**config.mk**
```make
export PLATFORM = sky130hd
export DESIGN_NAME = csid_decode
export DESIGN_NICKNAME = d
export VERILOG_FILES = /design/src/hdl/csid_pkg.sv /design/src/hdl/csid_tmr_if.sv /design/src/hdl/csid_exec_timer.sv /design/src/hdl/csid_decode.sv
export SDC_FILE = /design/constraint.sdc
export NUM_CORES = 1
export LEC_CHECK = 0
export ABC_CLOCK_PERIOD_IN_PS = 2800
export BUFFER_PORTS_ARGS = -buffer_cell sky130_fd_sc_hd__buf_2
export CORE_MARGIN = 2
export CORE_UTILIZATION = 52
export CTS_CLUSTER_SIZE = 25
export DETAILED_ROUTE_END_ITERATION = 7
export GPL_TIMING_DRIVEN = 0
export MAX_ROUTING_LAYER = met4
export PLACE_DENSITY = 0.79
export SYNTH_ARGS = -nofsm -noshare
export SYNTH_HDL_FRONTEND = slang
export SYNTH_SLANG_ARGS = --single-unit
```
**constraint.sdc**
```tcl
create_clock -name CORE_CLK -period 2.8 [get_ports CORE_CLK]
set_input_delay 0.56 -clock CORE_CLK [delete_from_list [all_inputs] [get_ports CORE_CLK]]
set_output_delay 0.56 -clock CORE_CLK [all_outputs]
set_load 0.02 [all_outputs]
```
**src/hdl/csid_pkg.sv**
```systemverilog
// Shared constants and types of the system-instruction decode unit.
package csid_pkg;

	// ----------------------------------------------------------------
	// Opcode bytes
	// ----------------------------------------------------------------
	localparam logic [7:0] BYTE_ADDR_FLIP = 8'h67; // Address width prefix.
	localparam logic [7:0] BYTE_OPND_FLIP = 8'h66; // Operand width prefix.
	localparam logic [7:0] BYTE_ESCAPE = 8'h0f; // Two-byte opcode escape.
	localparam logic [7:0] BYTE_ADJ_PRIV = 8'h63; // Privilege adjust.
	localparam logic [7:0] SEC_CR_WR = 8'h22; // Control reg zero load.
	localparam logic [7:0] SEC_CR_RD = 8'h20; // Control reg zero store.
	localparam logic [7:0] SEC_DR_WR = 8'h23; // Debug register load.
	localparam logic [7:0] SEC_DR_RD = 8'h21; // Debug register store.
	localparam logic [7:0] SEC_CLR_TS = 8'h06; // Clear task switched.
	localparam logic [7:0] SEC_ACC_RIGHTS = 8'h02; // Access rights.
	localparam logic [7:0] SEC_SEG_LIMIT = 8'h03; // Segment limit.
	localparam logic [7:0] SEC_GROUP1 = 8'h01; // Table and status group.
	localparam logic [7:0] SEC_GROUP0 = 8'h00; // Local table, task group.

	// ----------------------------------------------------------------
	// ModR/M fields
	// ----------------------------------------------------------------
	localparam int MOD_HI = 7; // Mod field upper bit.
	localparam int MOD_LO = 6; // Mod field lower bit.
	localparam int REG_HI = 5; // Reg field upper bit.
	localparam int REG_LO = 3; // Reg field lower bit.
	localparam logic [1:0] MOD_REGISTER = 2'h3; // Register operand form.
	localparam logic [2:0] REG_GLOBAL = 3'h2; // Group 1 global table.
	localparam logic [2:0] REG_INTR = 3'h3; // Group 1 interrupt table.
	localparam logic [2:0] REG_MSW = 3'h6; // Group 1 machine status.
	localparam logic [2:0] REG_LOCAL = 3'h2; // Group 0 local table.
	localparam logic [2:0] REG_TASK = 3'h3; // Group 0 task register.
	localparam logic [2:0] REG_CR_ZERO = 3'h0; // Control register zero.
	localparam logic [2:0] REG_DR_GAP_A = 3'h4; // Absent debug register.
	localparam logic [2:0] REG_DR_GAP_B = 3'h5; // Absent debug register.

	// ----------------------------------------------------------------
	// Execution cycle counts
	// ----------------------------------------------------------------
	localparam logic [3:0] CYC_PREFIX = 4'h1;
	localparam logic [3:0] CYC_CR_WR = 4'h5;
	localparam logic [3:0] CYC_CR_RD = 4'h1;
	localparam logic [3:0] CYC_DR_WR = 4'h4;
	localparam logic [3:0] CYC_DR_RD = 4'h3;
	localparam logic [3:0] CYC_CLR_TS = 4'h5;
	localparam logic [3:0] CYC_ADJ_REG_MIN = 4'h8;
	localparam logic [3:0] CYC_ADJ_REG_MAX = 4'ha;
	localparam logic [3:0] CYC_ADJ_MEM_MIN = 4'h6;
	localparam logic [3:0] CYC_ADJ_MEM_MAX = 4'h8;
	localparam logic [3:0] CYC_ACC_REG_MIN = 4'h3;
	localparam logic [3:0] CYC_ACC_REG_MAX = 4'h5;
	localparam logic [3:0] CYC_ACC_MEM_MIN = 4'h5;
	localparam logic [3:0] CYC_ACC_MEM_MAX = 4'h7;
	localparam logic [3:0] CYC_GLOBAL = 4'h4;
	localparam logic [3:0] CYC_INTR = 4'h4;
	localparam logic [3:0] CYC_LOC_REG_MIN = 4'h5;
	localparam logic [3:0] CYC_LOC_REG_MAX = 4'h8;
	localparam logic [3:0] CYC_LOC_MEM_MIN = 4'h6;
	localparam logic [3:0] CYC_LOC_MEM_MAX = 4'h9;
	localparam logic [3:0] CYC_MSW_REG = 4'h5;
	localparam logic [3:0] CYC_MSW_MEM = 4'h7;
	localparam logic [3:0] CYC_LIM_REG_MIN = 4'h3;
	localparam logic [3:0] CYC_LIM_REG_MAX = 4'h7;
	localparam logic [3:0] CYC_LIM_MEM_MIN = 4'h5;
	localparam logic [3:0] CYC_LIM_MEM_MAX = 4'h9;
	localparam logic [3:0] CYC_TASK_REG = 4'h8;
	localparam logic [3:0] CYC_TASK_MEM = 4'h9;

	// ----------------------------------------------------------------
	// Types
	// ----------------------------------------------------------------
	// Decoded operation; the two group entries live between bytes and stay after a rejected ModR/M byte.
	typedef enum logic [3:0] {
		OP_NONE, OP_CR_WR, OP_CR_RD, OP_DR_WR, OP_DR_RD, OP_CLR_TS,
		OP_ADJ_PRIV, OP_ACC_RIGHTS, OP_GLOBAL, OP_INTR, OP_LOCAL,
		OP_MSW, OP_SEG_LIMIT, OP_TASK, OP_GROUP0, OP_GROUP1
	} csid_op_t;

	// Byte sequencer states.
	typedef enum logic [1:0] {ST_FIRST, ST_SECOND, ST_MODRM, ST_EXEC}
		csid_state_t;

endpackage

```
**src/hdl/csid_tmr_if.sv**
```systemverilog
// Carrier between the decode sequencer and its execution timer.
interface csid_tmr_if;
	logic load; // Start a stall of load_val cycles.
	logic [3:0] load_val; // Stall length in cycles.
	logic busy; // Stall still running.
	logic last; // Final stall cycle.
	modport ctl (output load, output load_val, input busy, input last);
	modport tmr (input load, input load_val, output busy, output last);
endinterface

```
**src/hdl/csid_exec_timer.sv**
```systemverilog
// Down-counter that holds an instruction for its stall cycles.
module csid_exec_timer
	import csid_pkg::*;
(
	input wire logic clk,
	input wire logic rst,
	csid_tmr_if.tmr t
);

	// ----------------------------------------------------------------
	// State
	// ----------------------------------------------------------------
	typedef struct packed {
		logic [3:0] cnt; // Stall cycles still to run.
	} csid_tmr_st_t;

	csid_tmr_st_t s_r; // Registered state.
	csid_tmr_st_t s_nxt; // Next state.

	// A new load always wins, so a stall can be restarted at once.
	always_comb begin
		s_nxt = s_r;
		if (t.load) begin
			s_nxt.cnt = t.load_val;
		end else if (s_r.cnt != 4'h0) begin
			s_nxt.cnt = s_r.cnt - 4'h1;
		end
	end

	// State register.
	always_ff @(posedge clk or posedge rst) begin
		if (rst) begin
			s_r <= '0;
		end else begin
			s_r <= s_nxt;
		end
	end

	assign t.busy = s_r.cnt != 4'h0;
	assign t.last = s_r.cnt == 4'h1;

	// ----------------------------------------------------------------
	// Checks
	// ----------------------------------------------------------------
	a_tmr_load: assert property (@(posedge clk) disable iff (rst)
		t.load && t.load_val == 4'h3 |=> t.busy ##1 t.busy ##1 t.last
		##1 !t.busy)
		else $error("Timer stall length wrong.");

endmodule

```
**src/hdl/csid_decode.sv**
```systemverilog
// Decode and timing unit for processor and protection control opcodes.
//
// Functional notes
// - Address width prefix costs one cycle
// - Operand width prefix costs one cycle
// - Control reg zero load 5, store 1
// - Debug register load 4, store 3
// - Clear task switched takes 5 cycles
// - Privilege adjust register 8/10, memory 6/8
// - Access rights register 3/5, memory 5/7
// - Global table load from memory, 4 cycles
// - Interrupt table load from memory, 4 cycles
// - Local table load register 5/8, memory 6/9
// - Machine status load register 5, memory 7
// - Segment limit register 3/7, memory 5/9
// - Task register load register 8, memory 9
module csid_decode
	import csid_pkg::*;
(
	input wire logic CORE_CLK,
	input wire logic SYS_RST,
	input wire logic BYTE_VALID,
	input wire logic [7:0] BYTE_DATA,
	input wire logic EXEC_SLOW,
	output logic BYTE_READY,
	output logic BUSY,
	output logic EA_REQ,
	output logic INSTR_DONE,
	output logic INSTR_ILLEGAL,
	output logic [3:0] INSTR_OP,
	output logic INSTR_MEM,
	output logic INSTR_ADDR_FLIP,
	output logic INSTR_OPND_FLIP,
	output logic [3:0] INSTR_CYCLES
);

	// ----------------------------------------------------------------
	// State
	// ----------------------------------------------------------------
	typedef struct packed {
		csid_state_t st; // Byte sequencer position.
		csid_op_t op; // Operation being assembled.
		logic addr_flip; // Address width prefix seen.
		logic opnd_flip; // Operand width prefix seen.
		logic mem; // Memory operand form.
		logic [3:0] cycles; // Cycles charged to the instruction.
		logic done; // Completion pulse.
		logic illegal; // Rejected encoding pulse.
		logic ea; // Address generation pulse.
		logic addr_out; // Address flip reported with completion.
		logic opnd_out; // Operand flip reported with completion.
		logic [3:0] lat; // Cycles since the last final byte, for checks.
	} csid_dec_st_t;

	csid_dec_st_t s_r; // Registered state.
	csid_dec_st_t s_nxt; // Next state.
	csid_tmr_if tmr (); // Link to the stall timer.

	logic take; // A byte is accepted this cycle.
	logic fire; // The final byte of an instruction is accepted.
	csid_op_t fire_op; // Operation resolved by the final byte.
	logic fire_mem; // Form resolved by the final byte.
	logic [3:0] fire_cyc; // Cycle count of that operation.
	logic [1:0] mod_f; // ModR/M mod field of the current byte.
	logic [2:0] reg_f; // ModR/M reg field of the current byte.

	// Cycle count per operation; min or max chosen by the slow input.
	function automatic logic [3:0] cyc_of(csid_op_t op, logic mem,
		logic slow);
		logic [3:0] c;
		c = CYC_PREFIX;
		case (op)
			OP_CR_WR: c = CYC_CR_WR;
			OP_CR_RD: c = CYC_CR_RD;
			OP_DR_WR: c = CYC_DR_WR;
			OP_DR_RD: c = CYC_DR_RD;
			OP_CLR_TS: c = CYC_CLR_TS;
			OP_ADJ_PRIV: c = mem ? (slow ? CYC_ADJ_MEM_MAX : CYC_ADJ_MEM_MIN)
				: (slow ? CYC_ADJ_REG_MAX : CYC_ADJ_REG_MIN);
			OP_ACC_RIGHTS: c = mem ? (slow ? CYC_ACC_MEM_MAX : CYC_ACC_MEM_MIN)
				: (slow ? CYC_ACC_REG_MAX : CYC_ACC_REG_MIN);
			OP_GLOBAL: c = CYC_GLOBAL;
			OP_INTR: c = CYC_INTR;
			OP_LOCAL: c = mem ? (slow ? CYC_LOC_MEM_MAX : CYC_LOC_MEM_MIN)
				: (slow ? CYC_LOC_REG_MAX : CYC_LOC_REG_MIN);
			OP_MSW: c = mem ? CYC_MSW_MEM : CYC_MSW_REG;
			OP_SEG_LIMIT: c = mem ? (slow ? CYC_LIM_MEM_MAX : CYC_LIM_MEM_MIN)
				: (slow ? CYC_LIM_REG_MAX : CYC_LIM_REG_MIN);
			OP_TASK: c = mem ? CYC_TASK_MEM : CYC_TASK_REG;
			default: c = CYC_PREFIX;
		endcase
		return c;
	endfunction

	// ----------------------------------------------------------------
	// Handshake
	// ----------------------------------------------------------------
	// Bytes are refused only while an instruction stalls.
	assign BYTE_READY = s_r.st != ST_EXEC;
	assign take = BYTE_VALID && BYTE_READY;
	assign mod_f = BYTE_DATA[MOD_HI:MOD_LO];
	assign reg_f = BYTE_DATA[REG_HI:REG_LO];

	// ----------------------------------------------------------------
	// Final-byte resolution
	// ----------------------------------------------------------------
	// Works out which operation, if any, the byte on the bus completes.
	always_comb begin
		fire_op = OP_NONE;
		fire_mem = mod_f != MOD_REGISTER;
		if (s_r.st == ST_SECOND && BYTE_DATA == SEC_CLR_TS) begin
			fire_op = OP_CLR_TS;
			fire_mem = 1'b0;
		end else if (s_r.st == ST_MODRM) begin
			case (s_r.op)
				// Control and debug moves exist only in register form.
				OP_CR_WR, OP_CR_RD: begin
					if (!fire_mem && reg_f == REG_CR_ZERO) begin
						fire_op = s_r.op;
					end
				end
				OP_DR_WR, OP_DR_RD: begin
					if (!fire_mem && reg_f != REG_DR_GAP_A
						&& reg_f != REG_DR_GAP_B) begin
						fire_op = s_r.op;
					end
				end
				OP_GROUP1: begin
					if (reg_f == REG_GLOBAL && fire_mem) begin
						fire_op = OP_GLOBAL;
					end else if (reg_f == REG_INTR && fire_mem) begin
						fire_op = OP_INTR;
					end else if (reg_f == REG_MSW) begin
						fire_op = OP_MSW;
					end
				end
				OP_GROUP0: begin
					if (reg_f == REG_LOCAL) begin
						fire_op = OP_LOCAL;
					end else if (reg_f == REG_TASK) begin
						fire_op = OP_TASK;
					end
				end
				default: begin
					fire_op = s_r.op;
				end
			endcase
		end
	end

	assign fire = take && fire_op != OP_NONE;
	assign fire_cyc = cyc_of(fire_op, fire_mem, EXEC_SLOW);

	// ----------------------------------------------------------------
	// Sequencer
	// ----------------------------------------------------------------
	// Steps through prefix, opcode and ModR/M bytes, then stalls.
	always_comb begin
		s_nxt = s_r;
		s_nxt.done = 1'b0;
		s_nxt.illegal = 1'b0;
		s_nxt.ea = 1'b0;
		s_nxt.lat = fire ? 4'h1 : s_r.lat + 4'h1;
		tmr.load = 1'b0;
		tmr.load_val = fire_cyc - 4'h1;
		if (fire) begin
			// The accept cycle is the first charged cycle.
			s_nxt.op = fire_op;
			s_nxt.mem = fire_mem;
			s_nxt.cycles = fire_cyc;
			s_nxt.ea = fire_mem;
			// Flags shown with completion are those held before clearing.
			s_nxt.addr_out = s_r.addr_flip;
			s_nxt.opnd_out = s_r.opnd_flip;
			if (fire_cyc == 4'h1) begin
				s_nxt.done = 1'b1;
				s_nxt.st = ST_FIRST;
			end else begin
				tmr.load = 1'b1;
				s_nxt.st = ST_EXEC;
			end
		end else if (take) begin
			case (s_r.st)
				ST_FIRST: begin
					if (BYTE_DATA == BYTE_ADDR_FLIP) begin
						s_nxt.addr_flip = 1'b1;
					end else if (BYTE_DATA == BYTE_OPND_FLIP) begin
						s_nxt.opnd_flip = 1'b1;
					end else if (BYTE_DATA == BYTE_ESCAPE) begin
						s_nxt.st = ST_SECOND;
					end else if (BYTE_DATA == BYTE_ADJ_PRIV) begin
						s_nxt.op = OP_ADJ_PRIV;
						s_nxt.st = ST_MODRM;
					end else begin
						s_nxt.illegal = 1'b1;
					end
				end
				ST_SECOND: begin
					s_nxt.st = ST_MODRM;
					case (BYTE_DATA)
						SEC_CR_WR: s_nxt.op = OP_CR_WR;
						SEC_CR_RD: s_nxt.op = OP_CR_RD;
						SEC_DR_WR: s_nxt.op = OP_DR_WR;
						SEC_DR_RD: s_nxt.op = OP_DR_RD;
						SEC_ACC_RIGHTS: s_nxt.op = OP_ACC_RIGHTS;
						SEC_SEG_LIMIT: s_nxt.op = OP_SEG_LIMIT;
						SEC_GROUP1: s_nxt.op = OP_GROUP1;
						SEC_GROUP0: s_nxt.op = OP_GROUP0;
						default: begin
							s_nxt.illegal = 1'b1;
							s_nxt.st = ST_FIRST;
						end
					endcase
				end
				default: begin
					// A ModR/M byte that names no supported form.
					s_nxt.illegal = 1'b1;
					s_nxt.st = ST_FIRST;
				end
			endcase
		end else if (s_r.st == ST_EXEC && tmr.last) begin
			s_nxt.done = 1'b1;
			s_nxt.st = ST_FIRST;
		end
		// Prefix flags apply to one instruction, then fall away.
		if (s_nxt.done || s_nxt.illegal) begin
			s_nxt.addr_flip = 1'b0;
			s_nxt.opnd_flip = 1'b0;
		end
	end

	// State register.
	always_ff @(posedge CORE_CLK or posedge SYS_RST) begin
		if (SYS_RST) begin
			s_r <= '0;
		end else begin
			s_r <= s_nxt;
		end
	end

	csid_exec_timer u_timer (
		.clk(CORE_CLK),
		.rst(SYS_RST),
		.t(tmr)
	);

	assign BUSY = s_r.st == ST_EXEC;
	assign EA_REQ = s_r.ea;
	assign INSTR_DONE = s_r.done;
	assign INSTR_ILLEGAL = s_r.illegal;
	assign INSTR_OP = s_r.op;
	assign INSTR_MEM = s_r.mem;
	assign INSTR_ADDR_FLIP = s_r.addr_out;
	assign INSTR_OPND_FLIP = s_r.opnd_out;
	assign INSTR_CYCLES = s_r.cycles;

	// ----------------------------------------------------------------
	// Checks
	// ----------------------------------------------------------------
	a_addr_prefix: assert property (@(posedge CORE_CLK)
		disable iff (SYS_RST) take && s_r.st == ST_FIRST
		&& BYTE_DATA == BYTE_ADDR_FLIP |=> s_r.addr_flip && BYTE_READY)
		else $error("Address prefix not taken in one cycle.");
	a_opnd_prefix: assert property (@(posedge CORE_CLK)
		disable iff (SYS_RST) take && s_r.st == ST_FIRST
		&& BYTE_DATA == BYTE_OPND_FLIP |=> s_r.opnd_flip && BYTE_READY)
		else $error("Operand prefix not taken in one cycle.");
	a_cr_load: assert property (@(posedge CORE_CLK) disable iff (SYS_RST)
		fire && fire_op == OP_CR_WR |=> !BYTE_READY [*4] ##1 INSTR_DONE)
		else $error("Control load not five cycles.");
	a_cr_store: assert property (@(posedge CORE_CLK) disable iff (SYS_RST)
		fire && fire_op == OP_CR_RD |=> INSTR_DONE && BYTE_READY)
		else $error("Control store not one cycle.");
	a_dr_moves: assert property (@(posedge CORE_CLK) disable iff (SYS_RST)
		fire && fire_op == OP_DR_RD |-> ##3 INSTR_DONE)
		else $error("Debug store not three cycles.");
	a_clr_ts_time: assert property (@(posedge CORE_CLK) disable iff (SYS_RST)
		fire && fire_op == OP_CLR_TS |-> ##5 INSTR_DONE)
		else $error("Clear task switched not five cycles.");
	a_adj_slow: assert property (@(posedge CORE_CLK) disable iff (SYS_RST)
		fire && fire_op == OP_ADJ_PRIV && !fire_mem && EXEC_SLOW
		|-> ##10 INSTR_DONE)
		else $error("Privilege adjust max wrong.");
	a_global_time: assert property (@(posedge CORE_CLK)
		disable iff (SYS_RST) fire && fire_op == OP_GLOBAL
		|-> ##4 INSTR_DONE && INSTR_MEM)
		else $error("Global table load not four cycles.");
	a_task_mem: assert property (@(posedge CORE_CLK) disable iff (SYS_RST)
		fire && fire_op == OP_TASK && fire_mem |-> ##9 INSTR_DONE)
		else $error("Task load from memory not nine.");
	a_lat_match: assert property (@(posedge CORE_CLK) disable iff (SYS_RST)
		INSTR_DONE |-> s_r.lat == INSTR_CYCLES)
		else $error("Completion latency differs from count.");
	a_form_select: assert property (@(posedge CORE_CLK)
		disable iff (SYS_RST) fire && s_r.st == ST_MODRM
		|=> INSTR_MEM == ($past(BYTE_DATA[MOD_HI:MOD_LO]) != MOD_REGISTER)
		&& EA_REQ == INSTR_MEM)
		else $error("Operand form wrong.");

	c_prefixed: cover property (@(posedge CORE_CLK)
		INSTR_DONE && INSTR_ADDR_FLIP && INSTR_OPND_FLIP);
	c_msw_mem: cover property (@(posedge CORE_CLK)
		fire && fire_op == OP_MSW && fire_mem);
	c_local_reg: cover property (@(posedge CORE_CLK)
		fire && fire_op == OP_LOCAL && !fire_mem);
	c_illegal: cover property (@(posedge CORE_CLK) INSTR_ILLEGAL);

endmodule

```
==> impl_metrics.csv <==
group,metric,value,unit
run_status,status,"complete, no violations",
global_routing,grt_max_degree,23,
drt,postRouteWirelength,5.48,mm
die,die_h,66.3,µm
setup_path,crit_required,2.96,ns
synth,synth_top_area_frac,0.272,
power_and_ir_drop,net-switching-power,1.50,mW
sta,fin_crit_sh,1.00,
final_layout,utilization,0.720,
final_layout,nets,322,
die,fp-row-count,22,
global_routing,grt_pass1_vias,1794,
sta,slew_viol_final,0,
sta,fmax,0.357,GHz
sta,max_slew_margin,0.430,
drt,drtIter0Drc,168,
power_and_ir_drop,combinationalPowerShare,0.744,
drt,viasPerCell,6.03,
setup_path,crit_fanout,10,
die,die_w,66.3,µm
synth,yosys-top-cells-count,"nand2_1 (23), dfrtp_1 (22), nor2_1 (20)",
sta,rsz0062_at_grt,"true",
power_and_ir_drop,seq_power_share,0.163,
sta,hold_viol_final,0,
setup_path,crit_path_cell_trace,"buf_6 -> xor2_1 -> nand4_1 -> o2bb2ai_2 -> nor2_4 -> or4_1 -> a31oi_1 -> a21oi_2 -> ha_4 -> a31o_4 -> nor2_2 -> a21oi_1",
final_layout,drive_gt1_frac,0.385,
global_routing,grt_pass1_wl,8.37,mm
clock_tree,clkLatencyLatePin,0.27,ns
final_layout,fin_cells,349,
drt,drc,0,
setup_path,critPathKind,"reg -> reg",
drt,vias,2104,
clock_tree,clock_sinks,22,
power_and_ir_drop,p_total,3.22,mW
min_path,hold_path.class,"in -> async",
setup_path,cp.arrival,2.96,ns
synth,synth-seq-cells,22,
synth,synth_nets,270,
die,die_area,4400,µm²
global_routing,antenna_found_initial,0,
synth,yosysTopAreaCell,"dfrtp_1",
setup_path,crit_family,"compound AO/OA/AOI/OAI gates",
die,start_util,0.548,
synth,synthCells,250,
placed_design,dp.cells,323,
synth,ys_warn_count,0,
die,ios,28,
drt,route.antenna.remaining_nets,0,
clock_tree,cts_tree,"done",
drt,drt_first_pass_iters,4,
synth,synth_area_leaders,"dfrtp_1 (27%), ha_1 (5.0%), nand2_1 (4.3%), a21oi_1 (4.2%), buf_4 (4.1%)",
setup_path,start_kind,"flop",
synth,ys_types,53,
sta,setup-violations-final,0,
power_and_ir_drop,irDropWorstVdd,1.12,mV
power_and_ir_drop,internal_power,1.72,mW
sta,finClkSkew,0.00660,ns
final_layout,n_antenna_cell,0,
synth,synthFlopType,"dfrtp_1",
die,core,3690,µm²
clock_tree,htree_levels,1,
power_and_ir_drop,swShare,0.466,
sta,worst-slew-pin-transition,0.855,ns
placed_design,io_buffers,25,
placed_design,gp_congestion,0.875,
drt,wl_per_cell,15.7,µm
setup_path,regToRegStartpoint,"INSTR_OP[0]$_DFFE_PP0P_",
power_and_ir_drop,p_per_area,1210,nW/µm²
power_and_ir_drop,p_leak,1.16,nW
global_routing,grt_use_total,0.250,
setup_path,crit_buf_inv,1,
synth,async_reset_ff_frac,1.00,
setup_path,end_kind,"flop",
global_routing,overflow,0,
clock_tree,root_buffer,"clkbuf_8",
synth,synth_area,2020,µm²
setup_path,startpoint,"INSTR_OP[0]$_DFFE_PP0P_",
synth,synth.avg_cell_area,8.08,µm²
placed_design,post-dp-hpwl,3.61,mm
clock_tree,cts_made_buffers,3,
clock_tree,path_clk_slew,0.08,ns
clock_tree,clockBufferDepth,2,
setup_path,critPathMaxStageDelay,0.48,ns
synth,synth_edf_count,0,
sta,min_period,2.80,ns
setup_path,crit_path_top_delay_cell,"or4_1",
final_layout,syn_to_final_growth,31.4,%
synth,ys_seq_area_frac,0.272,
power_and_ir_drop,power_frac_clock,0.094,
flow_run,maxCapViolCount,0,
synth,yosysMostFrequentCell,"nand2_1",
clock_tree,hold_buffers,0,
sta,holdWs,0.448,ns
## power groups by stage
stage	Clock, mW	Combinational, mW	Sequential, mW
2_1_floorplan	0	1.39	0.540
3_3_place_gp	0	1.75	0.527
3_5_place_dp	0	1.77	0.530
4_1_cts	0.304	2.03	0.527
5_1_grt	0.315	2.57	0.538
6_report	0.301	2.39	0.524
## sequential cells by signal (all words and copies together) (netlist names), 4 cells and up
name	flops
INSTR_CYCLES	4
INSTR_OP	4
s_r	4
u_timer.s_r	4
## layout by cell type, fill, tap and decap left out, types with 4 or more instances in the layout
cell type	n
nand3_1	6
a211oi_1	4
buf_2	26
buf_4	34
xor2_1	5
dfrtp_1	21
a21oi_1	15
o21ai_1	7
buf_6	5
o22ai_1	5
nor3_1	7
o21ai_0	9
ha_1	6
nand2_1	21
nor2_1	15
inv_1	11
nand4_1	10
## timing repair
item,in CTS,in global routing
setup endpoints to repair,9,9
buffers inserted,13,9
pin swaps,17,15
gates resized for setup,21,35
## worst paths after layout
kind                                                to  slack, ns  depth (start not counted)
max                         u_timer.s_r[1]$_DFFE_PP0P_     0.0001                         12
min                        INSTR_CYCLES[3]$_DFFE_PP0P_       0.45                          2
max reg2reg                 u_timer.s_r[1]$_DFFE_PP0P_     0.0001                         12
min reg2reg                      INSTR_MEM$_DFFE_PP0P_       0.49                          1
max in group asynchronous      INSTR_OP[0]$_DFFE_PP0P_       1.76                          2
min in group CORE_CLK            INSTR_MEM$_DFFE_PP0P_       0.49                          1
## final cells by class
| type | count | area (µm²) |
|---|---|---|
| clock buffers | 3 | 41.3 |
| multi-input cells | 195 | 1470 |
| plain buffers | 20 | 161 |
| flip-flops and latches | 22 | 552 |
| well taps | 48 | 60.1 |
| clock inverters | 1 | 30.0 |
| repair buffers | 47 | 290 |
| inverters | 13 | 52.6 |
| fillers | 279 | 1030 |
## per-stage QoR
stage | TNS (ns) | cell area, µm² | setup WS, ns
6_report | 0 | 2660 | 0.000104
2_1_floorplan | 0 | 2040 | 0.0250
3_5_place_dp | -3.90 | 2220 | -0.537
3_3_place_gp | -3.57 | 2220 | -0.487
4_1_cts | 0 | 2470 | 0.00252
5_1_grt | -0.395 | 2660 | -0.0870
## per-layer routing
metal  part of all wire  vias up  global-route usage
met1               0.45      992               0.348
li1                   -     1029                   -
met2               0.48       73               0.388
met5                  0        -                   -
met3              0.055       10              0.0341
met4              0.011        0              0.0587
## logic make-up (layout without fill, tap and decap cells)
logic type | Yosys count | count (layout) | share of synthesized area
compound gates | 73 | 73 | 0.259
xor+xnor | 7 | 7 | 0.0303
fa+ha+maj | 8 | 8 | 0.0495
buf+inv | 33 | 84 | 0.0885
flops | 22 | 22 | 0.272
mux | 4 | 4 | 0.0217
simple gates | 103 | 103 | 0.278
Note: power is estimated with default switching activity, not from simulation.
